<file path="config.mk">
export PLATFORM = sky130hd
export DESIGN_NAME = ddt_ctrl
export DESIGN_NICKNAME = d
export VERILOG_FILES = /design/src/design/ddt_pkg.sv /design/src/design/ddt_dbi_enc.sv /design/src/design/ddt_ctrl.sv
export SDC_FILE = /design/constraint.sdc
export NUM_CORES = 1
export LEC_CHECK = 0
export ABC_AREA = 1
export BUFFER_PORTS_ARGS = -buffer_cell sky130_fd_sc_hd__buf_2
export CORE_AREA = 4 4 177 179
export CTS_CLUSTER_DIAMETER = 100
export DETAILED_ROUTE_END_ITERATION = 7
export DIE_AREA = 0 0 181 183
export GPL_ROUTABILITY_DRIVEN = 0
export PLACE_DENSITY = 0.77
export SLEW_MARGIN = 20
export SYNTH_ARGS = -nofsm -noshare
export SYNTH_HDL_FRONTEND = slang
export SYNTH_HIERARCHICAL = 1
export SYNTH_SLANG_ARGS = --single-unit
</file>
<file path="constraint.sdc">
create_clock -name pclk -period 2.5 [get_ports pclk]
set_clock_uncertainty 0.2 [all_clocks]
set_input_delay 0.125 -clock pclk [delete_from_list [all_inputs] [get_ports pclk]]
set_output_delay 0.125 -clock pclk [all_outputs]
set_load 0.005 [all_outputs]
</file>
<file path="src/design/ddt_pkg.sv">
package ddt_pkg;

	// data path geometry
	localparam int NBYTES = 8;
	localparam int DW     = 64;

	// register byte addresses on the apb bus
	localparam logic [7:0] A_CTRL = 8'h00;
	localparam logic [7:0] A_TRIG = 8'h04;
	localparam logic [7:0] A_STAT = 8'h08;
	localparam logic [7:0] A_INV  = 8'h0C;
	localparam logic [7:0] A_PIPE = 8'h10;

	// control register fields
	localparam int C_RFSH = 0;
	localparam int C_LPE  = 1;
	localparam int C_ICE  = 2;
	localparam int C_DEQ  = 3;
	localparam int C_FRST = 4;
	localparam int C_RDM  = 5;
	localparam int C_DEVW = 8;
	localparam logic [31:0] CTRL_MASK = 32'h0000_037F;
	localparam logic [31:0] CTRL_RST  = 32'h0000_0110;

	// inversion control fields
	localparam int I_RD  = 0;
	localparam int I_WR  = 1;
	localparam int I_DM  = 2;
	localparam int I_PHY = 3;

	// pipe status fields
	localparam int P_WIDLE = 0;
	localparam int P_RIDLE = 1;
	localparam int P_MVIOL = 2;
	localparam int P_CONF  = 3;

	// training trigger words and status words
	localparam logic [31:0] TRIG_PH1  = 32'h0000_0E01;
	localparam logic [31:0] TRIG_PH2  = 32'h0001_F001;
	localparam int          TRIG_GO   = 0;
	localparam logic [31:0] STAT_PH1  = 32'h0000_000E;
	localparam logic [31:0] STAT_PH2  = 32'h8000_2FF0;
	localparam logic [31:0] STAT_DONE = 32'h0000_0001;
	localparam logic [31:0] STAT_ERR  = 32'h0010_0000;
	localparam logic [31:0] STAT_PASS = 32'h8000_2FFF;

	localparam logic [1:0] RDM_STATIC = 2'h1;
	localparam logic [1:0] DEVW_X4    = 2'h0;

	// cycles one training phase occupies
	localparam int TRAIN_CYCLES = 16;
	// a byte with more zeros than this is inverted
	localparam int ZERO_LIMIT   = 4;

	typedef enum logic {TR_IDLE, TR_RUN} ddt_train_e;

	typedef struct packed {
		logic [63:0] data;
		logic [7:0]  mask;
	} ddt_wr_s;

	typedef struct packed {
		logic        wrdata_en;
		logic [63:0] wrdata;
		logic [7:0]  wrdata_mask;
	} ddt_dfi_wr_s;

	typedef struct packed {
		logic        valid;
		logic [63:0] data;
	} ddt_rd_s;

	typedef struct packed {
		logic rd_dbi;
		logic wr_dbi;
		logic dm;
		logic phy_mode;
	} ddt_inv_s;

	function automatic logic [3:0] zeros(input logic [7:0] b);
		logic [3:0] n;
		n = 4'h0;
		for (int i = 0; i < 8; i++) begin
			n = n + {3'h0, ~b[i]};
		end
		return n;
	endfunction

	function automatic logic [63:0] spread(input logic [7:0] f);
		logic [63:0] m;
		m = 64'h0;
		for (int i = 0; i < 8; i++) begin
			m[8*i +: 8] = {8{f[i]}};
		end
		return m;
	endfunction

endpackage

</file>
<file path="src/design/ddt_dbi_enc.sv">
`timescale 1ns/1ns
module ddt_dbi_enc (
	input  wire logic [63:0] data_i,
	input  wire logic        en,
	output logic      [63:0] data_o,
	output logic      [7:0]  flag_o
);

	always_comb begin
		for (int i = 0; i < ddt_pkg::NBYTES; i++) begin
			flag_o[i] = en && (ddt_pkg::zeros(data_i[8*i +: 8]) > 4'(ddt_pkg::ZERO_LIMIT));
		end
		data_o = data_i ^ ddt_pkg::spread(flag_o);
	end

endmodule // ddt_dbi_enc

</file>
<file path="src/design/ddt_ctrl.sv">
// Design decisions made here: the APB slave port and the placing of the registers.
`timescale 1ns/1ns
// Overview of operation
// before training software sets refresh inhibit, clears low power and init-complete enable
// fifo reset bit pulsed 0 then 1 around training; fifo held while 0
// trigger word 0x00000E01 launches leveling, gate and write latency training
// done flag set when a phase ends; next phase only after success
// read mode field 0x1 selects static read mode before remaining phases
// trigger word 0x0001F001 runs static read, deskew and eye centering
// status word reports every step; 0x80002FFF means training passed
// after training software clears refresh inhibit, sets init-complete enable
// byte with more than 4 zeros is inverted, one flag per byte
// write flags ride the mask lanes, read flags come on dfi_rddata_dbi
// inversion only for x8 and x16 devices, never x4
// write inversion and data mask never together; no masked writes then
// phy-side mode: dfi data stays plain and read flags are ignored
// controller mode: flags on mask lanes, read bytes flipped per flag
// software keeps inversion enables equal to sdram mode register
// read inversion raises cas latency; software retunes dependent timings
// change inversion only with dequeue inhibited and both pipes idle; code also applies the shadow whenever training runs, with no idle check
// dequeue inhibit stops new commands; idle flags once pipes drain
// control bits static; new enables applied only while traffic held
module ddt_ctrl (
	input  wire logic                     pclk,
	input  wire logic                     presetn,
	input  wire logic                     psel,
	input  wire logic                     penable,
	input  wire logic                     pwrite,
	input  wire logic [7:0]               paddr,
	input  wire logic [31:0]              pwdata,
	output logic      [31:0]              prdata,
	output logic                          pready,
	output logic                          pslverr,
	output logic                          refresh_inhibit,
	output logic                          low_power_entry_enable,
	output logic                          init_complete_enable,
	input  wire logic                     phy_init_complete,
	output logic                          init_complete,
	output logic                          phy_fifo_reset_n,
	output logic      [1:0]               phy_read_mode_sel,
	output logic                          training_busy,
	output ddt_pkg::ddt_inv_s             inv_cfg,
	input  wire logic                     cmd_valid,
	input  wire logic                     cmd_write,
	input  wire ddt_pkg::ddt_wr_s         cmd_wr,
	output logic                          cmd_ready,
	output ddt_pkg::ddt_dfi_wr_s          dfi_wr,
	output logic                          dfi_rddata_en,
	input  wire logic                     dfi_rddata_valid,
	input  wire logic [63:0]              dfi_rddata,
	input  wire logic [7:0]               dfi_rddata_dbi,
	output ddt_pkg::ddt_rd_s              rd_ret
);

	localparam int T_RUN = ddt_pkg::TRAIN_CYCLES;

	logic [31:0]          ctrl_ff;
	logic [31:0]          trig_ff;
	logic [31:0]          stat_ff;
	logic [31:0]          prdata_ff;
	logic [7:0]           tcnt_ff;
	logic [3:0]           rpend_ff;
	logic                 mviol_ff;
	logic                 conf_ff;
	logic                 rden_ff;
	ddt_pkg::ddt_train_e  tr_ff;
	ddt_pkg::ddt_inv_s    inv_sh_ff;
	ddt_pkg::ddt_inv_s    inv_ff;
	ddt_pkg::ddt_dfi_wr_s dfi_wr_ff;
	ddt_pkg::ddt_rd_s     rd_ff;

	logic        mapped;
	logic        wr_acc;
	logic        launch;
	logic        finish;
	logic        ph1_ok;
	logic        dbi_ok;
	logic        wdbi;
	logic        wenc;
	logic        rdec;
	logic        widle;
	logic        ridle;
	logic        apply;
	logic        acc_wr;
	logic        acc_rd;
	logic        bad_wr;
	logic        mviol_clr;
	logic        conf_clr;
	logic [31:0] nxt_stat;
	logic [31:0] result;
	logic [63:0] enc_data;
	logic [7:0]  enc_flag;
	logic        wr_zero_ok;

	// apb decode: zero wait states, read data captured in the setup cycle
	always_comb begin
		case (paddr)
			ddt_pkg::A_CTRL,
			ddt_pkg::A_TRIG,
			ddt_pkg::A_STAT,
			ddt_pkg::A_INV,
			ddt_pkg::A_PIPE: mapped = 1'b1;
			default:         mapped = 1'b0;
		endcase
	end

	assign wr_acc  = psel && penable && pwrite && mapped;
	assign pready  = 1'b1;
	assign pslverr = psel && penable && !mapped;
	assign prdata  = prdata_ff;

	always_ff @(posedge pclk or negedge presetn) begin
		if (!presetn) begin
			prdata_ff <= 32'h0000_0000;
		end else if (psel && !penable && !pwrite) begin
			case (paddr)
				ddt_pkg::A_CTRL: prdata_ff <= ctrl_ff;
				ddt_pkg::A_TRIG: prdata_ff <= trig_ff;
				ddt_pkg::A_STAT: prdata_ff <= stat_ff;
				ddt_pkg::A_INV:  prdata_ff <= {28'h0, inv_sh_ff.phy_mode, inv_sh_ff.dm,
					inv_sh_ff.wr_dbi, inv_sh_ff.rd_dbi};
				ddt_pkg::A_PIPE: prdata_ff <= {28'h0, conf_ff, mviol_ff, ridle, widle};
				default:         prdata_ff <= 32'h0000_0000;
			endcase
		end
	end

	// control bits only move on a software write
	always_ff @(posedge pclk or negedge presetn) begin
		if (!presetn) begin
			ctrl_ff <= ddt_pkg::CTRL_RST;
		end else if (wr_acc && paddr == ddt_pkg::A_CTRL) begin
			ctrl_ff <= pwdata & ddt_pkg::CTRL_MASK;
		end
	end

	assign refresh_inhibit        = ctrl_ff[ddt_pkg::C_RFSH];
	assign low_power_entry_enable = ctrl_ff[ddt_pkg::C_LPE];
	assign init_complete_enable   = ctrl_ff[ddt_pkg::C_ICE];
	// phy init-complete toggles during training stay hidden until re-enabled
	assign init_complete          = ctrl_ff[ddt_pkg::C_ICE] && phy_init_complete;
	assign phy_fifo_reset_n       = ctrl_ff[ddt_pkg::C_FRST];
	assign phy_read_mode_sel      = ctrl_ff[ddt_pkg::C_RDM +: 2];
	assign dbi_ok                 = ctrl_ff[ddt_pkg::C_DEVW +: 2] != ddt_pkg::DEVW_X4;

	// training sequencer
	assign launch = wr_acc && paddr == ddt_pkg::A_TRIG && pwdata[ddt_pkg::TRIG_GO]
		&& tr_ff == ddt_pkg::TR_IDLE;
	assign finish = tr_ff == ddt_pkg::TR_RUN && tcnt_ff == 8'(ddt_pkg::TRAIN_CYCLES - 1);
	assign ph1_ok = (stat_ff & ddt_pkg::STAT_PH1) == ddt_pkg::STAT_PH1;
	assign training_busy = tr_ff == ddt_pkg::TR_RUN;

	// the second phase only counts when the first passed and reads are static
	always_comb begin
		if (trig_ff == ddt_pkg::TRIG_PH1) begin
			result = ddt_pkg::STAT_PH1;
		end else if (trig_ff == ddt_pkg::TRIG_PH2 && ph1_ok
			&& ctrl_ff[ddt_pkg::C_RDM +: 2] == ddt_pkg::RDM_STATIC) begin
			result = ddt_pkg::STAT_PH2;
		end else begin
			result = ddt_pkg::STAT_ERR;
		end
	end

	always_comb begin
		nxt_stat = stat_ff;
		if (launch) begin
			if (pwdata == ddt_pkg::TRIG_PH1) begin
				nxt_stat = 32'h0000_0000;
			end else begin
				nxt_stat = stat_ff & ~(ddt_pkg::STAT_DONE | ddt_pkg::STAT_ERR);
			end
		end else if (finish) begin
			nxt_stat = stat_ff | ddt_pkg::STAT_DONE | result;
		end
	end

	always_ff @(posedge pclk or negedge presetn) begin
		if (!presetn) begin
			tr_ff   <= ddt_pkg::TR_IDLE;
			tcnt_ff <= 8'h00;
			trig_ff <= 32'h0000_0000;
		end else begin
			case (tr_ff)
				ddt_pkg::TR_IDLE: begin
					if (launch) begin
						tr_ff   <= ddt_pkg::TR_RUN;
						tcnt_ff <= 8'h00;
						trig_ff <= pwdata;
					end
				end
				ddt_pkg::TR_RUN: begin
					if (finish) begin
						tr_ff <= ddt_pkg::TR_IDLE;
					end else begin
						tcnt_ff <= tcnt_ff + 8'h01;
					end
				end
				default: tr_ff <= ddt_pkg::TR_IDLE;
			endcase
		end
	end

	always_ff @(posedge pclk or negedge presetn) begin
		if (!presetn) begin
			stat_ff <= 32'h0000_0000;
		end else begin
			stat_ff <= nxt_stat;
		end
	end

	// inversion control: shadow written by software, active copy moved only while traffic held
	assign apply = (ctrl_ff[ddt_pkg::C_DEQ] && widle && ridle) || training_busy;

	always_ff @(posedge pclk or negedge presetn) begin
		if (!presetn) begin
			inv_sh_ff <= '0;
		end else if (wr_acc && paddr == ddt_pkg::A_INV
			&& !(pwdata[ddt_pkg::I_WR] && pwdata[ddt_pkg::I_DM])) begin
			inv_sh_ff.rd_dbi   <= pwdata[ddt_pkg::I_RD];
			inv_sh_ff.wr_dbi   <= pwdata[ddt_pkg::I_WR];
			inv_sh_ff.dm       <= pwdata[ddt_pkg::I_DM];
			inv_sh_ff.phy_mode <= pwdata[ddt_pkg::I_PHY];
		end
	end

	always_ff @(posedge pclk or negedge presetn) begin
		if (!presetn) begin
			inv_ff <= '0;
		end else if (apply) begin
			inv_ff <= inv_sh_ff;
		end
	end

	// the phy sees no inversion request for x4 parts
	always_comb begin
		inv_cfg          = inv_ff;
		inv_cfg.rd_dbi   = inv_ff.rd_dbi && dbi_ok;
		inv_cfg.wr_dbi   = inv_ff.wr_dbi && dbi_ok;
	end

	assign wdbi = inv_ff.wr_dbi && dbi_ok;
	assign wenc = wdbi && !inv_ff.phy_mode;
	assign rdec = inv_ff.rd_dbi && dbi_ok && !inv_ff.phy_mode;

	// sticky faults: set wins over a write-one clear
	assign mviol_clr = wr_acc && paddr == ddt_pkg::A_PIPE && pwdata[ddt_pkg::P_MVIOL];
	assign conf_clr  = wr_acc && paddr == ddt_pkg::A_PIPE && pwdata[ddt_pkg::P_CONF];

	always_ff @(posedge pclk or negedge presetn) begin
		if (!presetn) begin
			mviol_ff <= 1'b0;
			conf_ff  <= 1'b0;
		end else begin
			mviol_ff <= bad_wr || (mviol_ff && !mviol_clr);
			conf_ff  <= (wr_acc && paddr == ddt_pkg::A_INV && pwdata[ddt_pkg::I_WR]
				&& pwdata[ddt_pkg::I_DM]) || (conf_ff && !conf_clr);
		end
	end

	// command acceptance
	assign cmd_ready = !ctrl_ff[ddt_pkg::C_DEQ] && !training_busy && ctrl_ff[ddt_pkg::C_FRST]
		&& (cmd_write || rpend_ff != 4'hF);
	assign acc_wr = cmd_valid && cmd_ready && cmd_write;
	assign acc_rd = cmd_valid && cmd_ready && !cmd_write;
	// a masked write with write inversion on is dropped, never sent
	assign bad_wr = acc_wr && wdbi && (|cmd_wr.mask);

	ddt_dbi_enc u_enc (
		.data_i (cmd_wr.data),
		.en     (wenc),
		.data_o (enc_data),
		.flag_o (enc_flag)
	);

	always_ff @(posedge pclk or negedge presetn) begin
		if (!presetn) begin
			dfi_wr_ff <= '0;
		end else begin
			dfi_wr_ff.wrdata_en <= acc_wr && !bad_wr;
			if (acc_wr) begin
				dfi_wr_ff.wrdata <= enc_data;
				if (wenc) begin
					dfi_wr_ff.wrdata_mask <= enc_flag;
				end else if (inv_ff.dm) begin
					dfi_wr_ff.wrdata_mask <= cmd_wr.mask;
				end else begin
					dfi_wr_ff.wrdata_mask <= 8'h00;
				end
			end
		end
	end

	assign dfi_wr = dfi_wr_ff;
	assign widle  = !dfi_wr_ff.wrdata_en;

	// read path; a held fifo reset flushes whatever is in flight
	always_ff @(posedge pclk or negedge presetn) begin
		if (!presetn) begin
			rpend_ff <= 4'h0;
			rden_ff  <= 1'b0;
		end else begin
			rden_ff <= acc_rd;
			if (!ctrl_ff[ddt_pkg::C_FRST]) begin
				rpend_ff <= 4'h0;
			end else if (acc_rd && !(dfi_rddata_valid && rpend_ff != 4'h0)) begin
				rpend_ff <= rpend_ff + 4'h1;
			end else if (!acc_rd && dfi_rddata_valid && rpend_ff != 4'h0) begin
				rpend_ff <= rpend_ff - 4'h1;
			end
		end
	end

	always_ff @(posedge pclk or negedge presetn) begin
		if (!presetn) begin
			rd_ff <= '0;
		end else begin
			rd_ff.valid <= dfi_rddata_valid && ctrl_ff[ddt_pkg::C_FRST] && rpend_ff != 4'h0;
			if (dfi_rddata_valid) begin
				rd_ff.data <= rdec ? (dfi_rddata ^ ddt_pkg::spread(dfi_rddata_dbi))
					: dfi_rddata;
			end
		end
	end

	assign dfi_rddata_en = rden_ff;
	assign rd_ret        = rd_ff;
	assign ridle         = rpend_ff == 4'h0 && !rd_ff.valid && !rden_ff;

	always_comb begin
		wr_zero_ok = 1'b1;
		for (int i = 0; i < ddt_pkg::NBYTES; i++) begin
			if (ddt_pkg::zeros(dfi_wr_ff.wrdata[8*i +: 8]) > 4'(ddt_pkg::ZERO_LIMIT)) begin
				wr_zero_ok = 1'b0;
			end
		end
	end
endmodule // ddt_ctrl

</file>
; Word level (Yosys, flattened, before mapping)
; Cells that the tools add are included.
[totals]
ff_bits = 267
latch_bits = 0
mem_bits_rw = 0
romBits = 0
input_bits = 193
out_inout_bits = 186
n_memories = 0
[classes]
addsub = 59
mul = 0
div = 0
magnitude_cmp = 8
n_eq_ne = 15
n_shift = 0
n_mux = 19
n_bitwise = 68
reduce_logical = 85
[ops]
columns = cell, count
row1 = 4-bit by 1-bit adder with 4-bit output, 48
row2 = 32-bit 2-to-1 mux, 5
row3 = 32-bit one-hot mux with 5 select lines, 1
row4 = 64-bit bitwise XOR, 2
row5 = 1-bit inverter, 65
row6 = "32-bit by 12-bit equality test with 1-bit output, second input constant", 2
row7 = 64-bit 2-to-1 mux, 1
row8 = 1-bit logical AND, 55
row9 = "32-bit by 17-bit equality test with 1-bit output, second input constant", 1
row10 = "4-bit by 3-bit greater-than comparator with 1-bit output, second input constant", 8
row11 = 8-bit 2-to-1 mux, 4
row12 = 32-bit bitwise OR, 1
row13 = "8-bit by 4-bit equality test with 1-bit output, second input constant", 3
row14 = 1-bit by 1-bit adder with 2-bit output, 8
row15 = 1-bit logical NOT, 16
row16 = 8-bit one-hot mux with 2 select lines, 1
row17 = 4-bit 2-to-1 mux, 3
row18 = "8-bit by 1-bit adder with 8-bit output, second input constant", 1
row19 = "8-bit by 3-bit equality test with 1-bit output, second input constant", 1
row20 = "8-bit by 5-bit equality test with 1-bit output, second input constant", 1
row21 = 8-bit logical NOT, 1
row22 = 8-bit OR reduction, 1
row23 = 2-bit AND reduction, 3
row24 = 5-bit OR reduction, 1
row25 = other kinds (14), 21

; Logic depth before layout (Yosys ltp)
; Gate-level depths: netlist of the first run.
[logic_depth]
depth_word = 12
depth_mapped = 19

; Cells and area by module
; Netlist of the first run, hierarchy kept.
[by_module_without_submodules]
columns = module, instances, cells_per_inst, area_per_inst_um2, seq_area_each_um2
row1 = ddt_ctrl, 1, 1427, 11693.7, 6258.5
row2 = ddt_dbi_enc, 1, 461, 2776.4, 0.0

; Worst setup path after synthesis of the first run
; OpenSTA, ideal clock, no wires.
[synth_timing]
path_kind = input-to-reg
from = in cmd_wr[48] (netlist name)
to = reg dfi_wr_ff, in the netlist dfi_wr[5]
setup_ns = 0.134
arrival_time_ns = 2.933
required_time_ns = 2.166
path_slack_ns = -0.767
cell_stages = 16
n_path_buf = 0
cell_sequence = inv_1 fa_1 inv_1 fa_1 fa_1 inv_1 ha_1 inv_1 fa_1 nand2_1 nand2_2 nand2_4 nand2_4 inv_1 o21ai_0 o21ai_0
[synth_via]
elab_chain_cells = 11
[synth_lines]
columns = element, line
row1 = "start, declared", ddt_ctrl.sv:45  ; input wire ddt_pkg::ddt_wr_s cmd_wr,
row2 = 1-bit inverter, ddt_pkg.sv:84  ; n = n + {3'h0, ~b[i]};
row3 = 1-bit by 1-bit adder with 2-bit output, ddt_pkg.sv:84
row4 = 4-bit by 1-bit adder with 4-bit output (6 in a row), ddt_pkg.sv:84
row5 = 4-bit by 3-bit greater-than comparator with 1-bit output, ddt_dbi_enc.sv:11  ; flag_o[i] = en && (ddt_pkg::zeros(data_i[8*i +: 8]) > 4'(ddt_pkg::ZERO_LIMIT));
row6 = 1-bit logical AND, ddt_dbi_enc.sv:11
row7 = named net enc_flag[5], ddt_ctrl.sv:92  ; logic [7:0] enc_flag;
row8 = 8-bit 2-to-1 mux, ddt_ctrl.sv:283  ; if (wenc) begin
row9 = "end, declared", ddt_ctrl.sv:69  ; ddt_pkg::ddt_dfi_wr_s dfi_wr_ff;
; The timed path passes the listed nets, and every way through them passes these cells.
; A chain may end at the register's enable or synchronous reset.

; Worst setup path after layout of the first run
[layout_timing]
from = in cmd_wr[56] (netlist name)
to = reg dfi_wr_ff, in the netlist dfi_wr[58]
[layout_via]
elab_chain_cells = 11
[layout_lines]
columns = element, line
row1 = 1-bit inverter, ddt_pkg.sv:84
row2 = 1-bit by 1-bit adder with 2-bit output, ddt_pkg.sv:84
row3 = 4-bit by 1-bit adder with 4-bit output (6 in a row), ddt_pkg.sv:84
row4 = 4-bit by 3-bit greater-than comparator with 1-bit output, ddt_dbi_enc.sv:11
row5 = 1-bit logical AND, ddt_dbi_enc.sv:11
row6 = 64-bit bitwise XOR, ddt_dbi_enc.sv:13  ; data_o = data_i ^ ddt_pkg::spread(flag_o);
row7 = named net enc_data[50], ddt_ctrl.sv:91  ; logic [63:0] enc_data;
; The timed path passes the listed nets, and every way through them passes these cells.

==> flow_metrics.py, run 1 <==
metrics = {
    "timing": {
        "finalMaxSlewViolations": 0,
        "slew_headroom": 0.4547,
        "worstMarginPinSlew_ps": 818.0,
        "finalHoldViolations": 18,
        "min_period_ps": 2987,
        "rsz0062_at_grt": "yes",
        "setup_ws_ps": -486.7,
        "finalCritPeriodShare": 1.195,
        "fmax_mhz": 334.8,
        "timing.hold.ws_ps": -337.9,
        "finalSetupViolations": 69,
    },
    "final_layout": {
        "nNetsFinal": 2740,
        "drive_gt1_frac": 0.2682,
        "instances_no_fill": 2900,
        "final_core_util": 0.6926,
        "syn2layout_area_growth_pct": 41.48,
    },
    "clock_tree": {
        "cts_tree": "yes",
        "numCtsBuffers": 29,
        "cts.sinks": 250,
        "clk_path_buf_depth": 3,
        "clk-insertion-delay-late_ps": 560,
        "clk_pin_slew_ps": 60,
        "htree_levels": 1,
        "clock_tree.root_cell": "clkbuf_16",
    },
    "logic_synthesis": {
        "synth_edf_count": 0,
        "ys.flop_type": "dfrtp_1",
        "synth_area_um2": 14470,
        "synth_cell_type_count": 42,
        "postSynthCellCount": 1888,
        "synthMostInstantiatedCell": "nand2_1",
        "ys_ff_latch": 250,
        "synth_area_leader_cell": "dfrtp_1",
        "ys_async_sr_fraction": 1.000,
        "synth_common_cells": "nand2_1, inv_1, dfrtp_1",
        "syn_area_per_cell_um2": 7.664,
        "yosysTopAreaCellShare": 0.4289,
        "ys_warn_count": 6,
        "ys_seq_area_frac": 0.4325,
        "syn_nets": 2141,
        "synth_area_leaders": "dfrtp_1, nand2_1, inv_1, fa_1, o21ai_0",
    },
    "global_routing": {
        "grt_pass1_wl_mm": 76.68,
        "grt_usage": 0.2777,
        "grt_pass1_vias": 15290,
        "grt_overflow": 0,
        "grt_max_degree": 129,
        "antenna_found_initial": 0,
    },
    "setup_path": {
        "end_kind": "register",
        "path_class": "in -> reg",
        "crit_path_max_fanout": 4,
        "worstSetupStartpointType": "input port",
        "crit_arrival_ps": 3210,
        "required_ps": 2730,
    },
    "pwr": {
        "seqPwrFrac": 0.393,
        "switchingPower_mw": 3.181,
        "leakage_nw": 11.43,
        "clock_power_share": 0.368,
        "combPwrFrac": 0.239,
        "cellInternalPower_mw": 7.747,
        "ir_drop_v": 0.0005273,
        "p_sw_frac": 0.2911,
        "power_density_nw_per_um2": 533.8,
    },
    "detailed_routing": {
        "vias": 14800,
        "wl_per_cell_um": 16.54,
        "via_per_inst": 5.105,
        "drc_errors": 0,
        "drtIter0Drc": 952,
        "drtPass1Iterations": 5,
        "routed_wl_mm": 47.96,
        "ant_nets": 0,
    },
    "outcome": {
        "violations": "negative hold slack, negative setup slack",
        "status": "finished with violations",
    },
    "place": {
        "dp_hpwl_mm": 31.01,
        "placed_cells": 2642,
        "pre_cts_ws_ps": -1111,
        "port_buffers": 377,
    },
    "floorplan": {
        "fp.coreArea_um2": 29560,
        "io_pins": 379,
        "die_h_um": 183,
        "dieArea_um2": 33120,
        "die_x_um": 181,
        "fp-row-count": 63,
        "start_util": 0.4895,
    },
    "hold_path": {
        "hold_path_class": "in -> reg",
    },
    "job": {
        "drv_cap": 0,
    },
}
worst paths after layout:
kind	end	startpoint	cells past startpoint	slack [ps]
max	dfi_wr[58]	cmd_wr[56]	19	-490
min	dfi_wr[59]	cmd_wr[59]	5	-340
max reg2reg	dfi_wr[19]	ctrl_ff[8]	11	190
min reg2reg	dfi_wr[50]	dfi_wr[50]	2	260
max in group asynchronous	dfi_wr[63]	presetn	4	780
min in group asynchronous	prdata[17]	presetn	3	450
power by group through the flow:
stage	Sequential (mW)	Combinational, mW	Clock [mW]
6_report	4.29	2.61	4.02
5_1_grt	4.30	2.89	4.29
4_1_cts	4.28	2.41	4.10
3_5_place_dp	4.35	2.04	0
3_3_place_gp	4.35	1.94	0
2_1_floorplan	4.36	1.08	0
metal layers:
layer | wire length [µm] | track usage
met1 | 18030 | 0.3302
met2 | 23650 | 0.4879
met3 | 3823 | 0.06406
met4 | 2453 | 0.1168
met5 | 0 | 0
registers in the layout, summed over array words and instances, names as in the netlist:
register / cells
prdata: 32
dfi_rddata_en: 1
inv_cfg: 2
ctrl_ff: 9
training_busy: 1
tcnt_ff: 8
conf_ff: 1
inv_sh_ff: 4
inv_ff: 2
trig_ff: 32
mviol_ff: 1
rpend_ff: 4
rd_ret: 65
stat_ff: 15
dfi_wr: 73
cell families after synthesis:
group | share of synthesized area
compound gates | 0.05949
xor+xnor | 0.04055
fa+ha+maj | 0.06900
buf+inv | 0.09719
flops | 0.4325
other cells | 0.0002592
simple gates | 0.3010
what timing repair did:
action                                  CTS  global route
buffers inserted                         11            13
endpoints found under the setup margin   68            74
hold buffers                            171             2
cloned                                    7             0
resized for setup                        69            83
endpoints found under the hold margin   455            19
pin swaps                                82            69
through the flow:
stage                     setup TNS (ps)  power [mW]  area, µm²
after global routing              -28370       11.49      20470
after global placement            -64400       6.293      17110
final                             -21890       10.93      20470
after CTS                         -21520       10.80      20080
after detailed placement          -69720       6.387      17110
after floorplan                   -44150       5.444      14550
layout by cell type, fill, tap and decap left out, types with 6 or more instances in the layout:
master / Yosys / layout
nand2_1: 699 / 658
buf_2: 17 / 356
dfrtp_1: 248 / 248
inv_1: 279 / 241
dlygate4sd3_1: 0 / 173
nor2_1: 103 / 103
o21ai_0: 116 / 100
nand3_1: 101 / 85
xor2_1: 66 / 66
buf_4: 12 / 64
nand2_2: 7 / 46
o21ai_1: 29 / 41
inv_2: 3 / 30
clkbuf_16: 0 / 29
fa_1: 33 / 27
nand3_2: 5 / 21
nand2_4: 17 / 21
ha_1: 27 / 20
nand3b_1: 20 / 20
buf_6: 2 / 16
clkbuf_1: 31 / 13
a21oi_1: 12 / 12
nand4_1: 11 / 11
buf_8: 1 / 11
buf_12: 0 / 9
nor2_8: 8 / 8
inv_8: 0 / 7
clkinv_2: 0 / 6
fa_2: 0 / 6
area by class of cell:
| type | count | area [µm²] |
|---|---|---|
| clock buffer | 45 | 815.8 |
| sequential | 250 | 6259 |
| multi-input combinational | 1295 | 7193 |
| timing repair buffer | 629 | 4519 |
| inverter | 282 | 1126 |
| antenna | 1 | 2.502 |
| clock inverter | 8 | 68.82 |
| fill | 2109 | 9087 |
| tap | 390 | 488.0 |
critical path, cell delays in order:
cell and delay [ps]:
buf_8 100, inv_8 30, fa_1 490, inv_1 50, fa_1 500, fa_1 410
inv_1 80, ha_2 180, inv_2 40, fa_1 440, nand2_1 90, nand3_2 80
nand2_4 100, nand2_4 80, buf_12 150, nand2_4 60, nand2_1 60, nand2_1 80
nand2_1 70
No activity file was read; power rests on OpenSTA's default activity.
==> run 2: changes to the inputs <==
- CORE_AREA: 4 4 177 179 -> 4 4 151 211
- DIE_AREA: 0 0 181 183 -> 0 0 155 215
==> flow_metrics.py, run 2 (synthesis gave the netlist of run 1 again) <==
metrics = {
    "timing": {
        "timing.hold.ws_ps": -322.4,
        "setup_ws_ps": -516.7,
        "min_period_ps": 3017,
        "finalHoldViolations": 18,
        "rsz0062_at_grt": "yes",
        "worstMarginPinSlew_ps": 820.9,
        "slew_headroom": 0.4527,
        "finalSetupViolations": 72,
        "finalMaxSlewViolations": 0,
        "finalCritPeriodShare": 1.207,
        "fmax_mhz": 331.5,
    },
    "floorplan": {
        "die_x_um": 155,
        "fp.coreArea_um2": 29940,
        "start_util": 0.4834,
        "die_h_um": 215,
        "dieArea_um2": 33330,
        "io_pins": 379,
        "fp-row-count": 75,
    },
    "final_layout": {
        "drive_gt1_frac": 0.2655,
        "largest_register_ffs": 73,
        "final_cell_mix": "nand2_1, buf_2, dfrtp_1",
        "syn2layout_area_growth_pct": 41.29,
        "nNetsFinal": 2734,
        "layout_commonest_cell": "nand2_1",
    },
    "pwr": {
        "cellInternalPower_mw": 7.807,
        "leakage_nw": 11.41,
        "p_sw_frac": 0.2944,
        "power_density_nw_per_um2": 541.2,
        "ir_drop_v": 0.0004795,
        "combPwrFrac": 0.247,
        "seqPwrFrac": 0.388,
        "clock_power_share": 0.366,
        "switchingPower_mw": 3.257,
        "power.total_mw": 11.06,
    },
    "detailed_routing": {
        "wl_per_cell_um": 17.30,
        "drc_errors": 0,
        "vias": 14970,
        "via_per_inst": 5.178,
        "ant_nets": 0,
        "routed_wl_mm": 49.99,
        "drtPass1Iterations": 5,
        "drtIter0Drc": 1058,
    },
    "job": {
        "drv_cap": 0,
    },
    "global_routing": {
        "grt_pass1_vias": 15140,
        "grt_pass1_wl_mm": 76.26,
        "antenna_found_initial": 4,
        "grt_usage": 0.2791,
        "grt_overflow": 0,
        "grt_max_degree": 129,
    },
    "setup_path": {
        "reg2reg_slack_ps": 150,
        "startpoint": "cmd_wr[14]",
        "timing.rr.start": "ctrl_ff[8]",
        "end_kind": "register",
        "crit_arrival_ps": 3240,
        "ff2ff_path_depth": 10,
        "required_ps": 2720,
        "crit_path_end": "dfi_wr[10]",
        "worstReg2RegEnd": "dfi_wr[31]",
        "path_class": "in -> reg",
        "worstSetupStartpointType": "input port",
        "crit_path_max_fanout": 4,
    },
    "clock_tree": {
        "cts.sinks": 250,
        "clk-insertion-delay-late_ps": 540,
        "clk_path_buf_depth": 3,
        "clock_tree.root_cell": "clkbuf_16",
        "numCtsBuffers": 26,
        "cts_tree": "yes",
        "clk_pin_slew_ps": 80,
        "htree_levels": 1,
    },
    "place": {
        "dp_hpwl_mm": 32.24,
        "port_buffers": 377,
    },
    "outcome": {
        "violations": "negative hold slack, negative setup slack",
        "status": "finished with violations",
    },
    "hold_path": {
        "hold_path_class": "in -> reg",
    },
}
## run 2: how the worst min path moves through the flow
| stage | startpoint | to | slack [ps] | cells after the start |
|---|---|---|---|---|
| 6_report | cmd_wr[39] | dfi_wr[39] | -320 | 5 |
| 5_1_grt | cmd_wr[39] | dfi_wr[39] | -310 | 5 |
| 4_1_cts | cmd_wr[26] | dfi_wr[26] | -350 | 5 |
| 3_5_place_dp | presetn | dfi_wr[67] | -80 | 1 |
| 3_3_place_gp | presetn | dfi_wr[67] | -90 | 1 |
| 2_1_floorplan | presetn | conf_ff | -370 | 0 |
## run 2: layout make-up
cell class,instances,area [µm²]
fillers,2172,9490
multi-input cells,1295,7157
flip-flops and latches,250,6259
repair buffers,626,4534
inverters,282,1131
clock buffers,40,774.5
well taps,385,481.7
clock inverters,8,97.59
diodes,4,10.01
## run 2: what timing repair did
item                       4_1_cts  5_1_grt
setup endpoints to repair       70       72
buffers inserted                 8       10
hold endpoints to repair       455       20
gates resized for setup         79       69
gates cloned                     7        0
pin swaps                       99       74
hold buffers                   173        4
## run 2: metrics by stage
| stage | std cells | setup WS [ps] | instance area, µm² | utilization | setup TNS [ps] |
|---|---|---|---|---|---|
| final | 2890 | -516.7 | 20440 | 0.6830 | -25710 |
| after global routing | 2890 | -585.1 | 20440 | 0.6830 | -32620 |
| after CTS | 2872 | -421.6 | 20090 | 0.6710 | -22640 |
| after detailed placement | 2636 | -1112 | 17130 | 0.5722 | -69570 |
| after global placement | 2636 | -1004 | 17130 | 0.5722 | -64420 |
| after floorplan | 1888 | -738.4 | 14550 | - | -44150 |
## run 2: layer usage
metal  routed length, µm  track usage  vias up  share of wire
met5                   0            0        -              0
met4                2949       0.1373        0          0.059
met3                3605      0.04508      210          0.072
met2               26390       0.5122      743           0.53
met1               17050       0.3090     7061           0.34
li1                    -            -     6951              -
## run 2: power groups by stage
stage	logic, mW	registers (mW)	clock network [mW]
2_1_floorplan	1.08	4.36	0
3_3_place_gp	2.00	4.35	0
3_5_place_dp	2.11	4.35	0
4_1_cts	2.48	4.28	4.08
5_1_grt	2.98	4.30	4.27
6_report	2.73	4.29	4.04
## run 2: critical path, stage by stage
cell	delay [ps]
buf_8	90
inv_8	30
fa_1	520
inv_1	50
fa_1	510
fa_1	450
inv_2	90
ha_4	130
inv_2	30
fa_2	530
nand2_2	50
nand2_2	80
nand2_4	100
buf_6	150
nand3_2	60
nand2_1	60
nand2_1	90
nand2_1	90
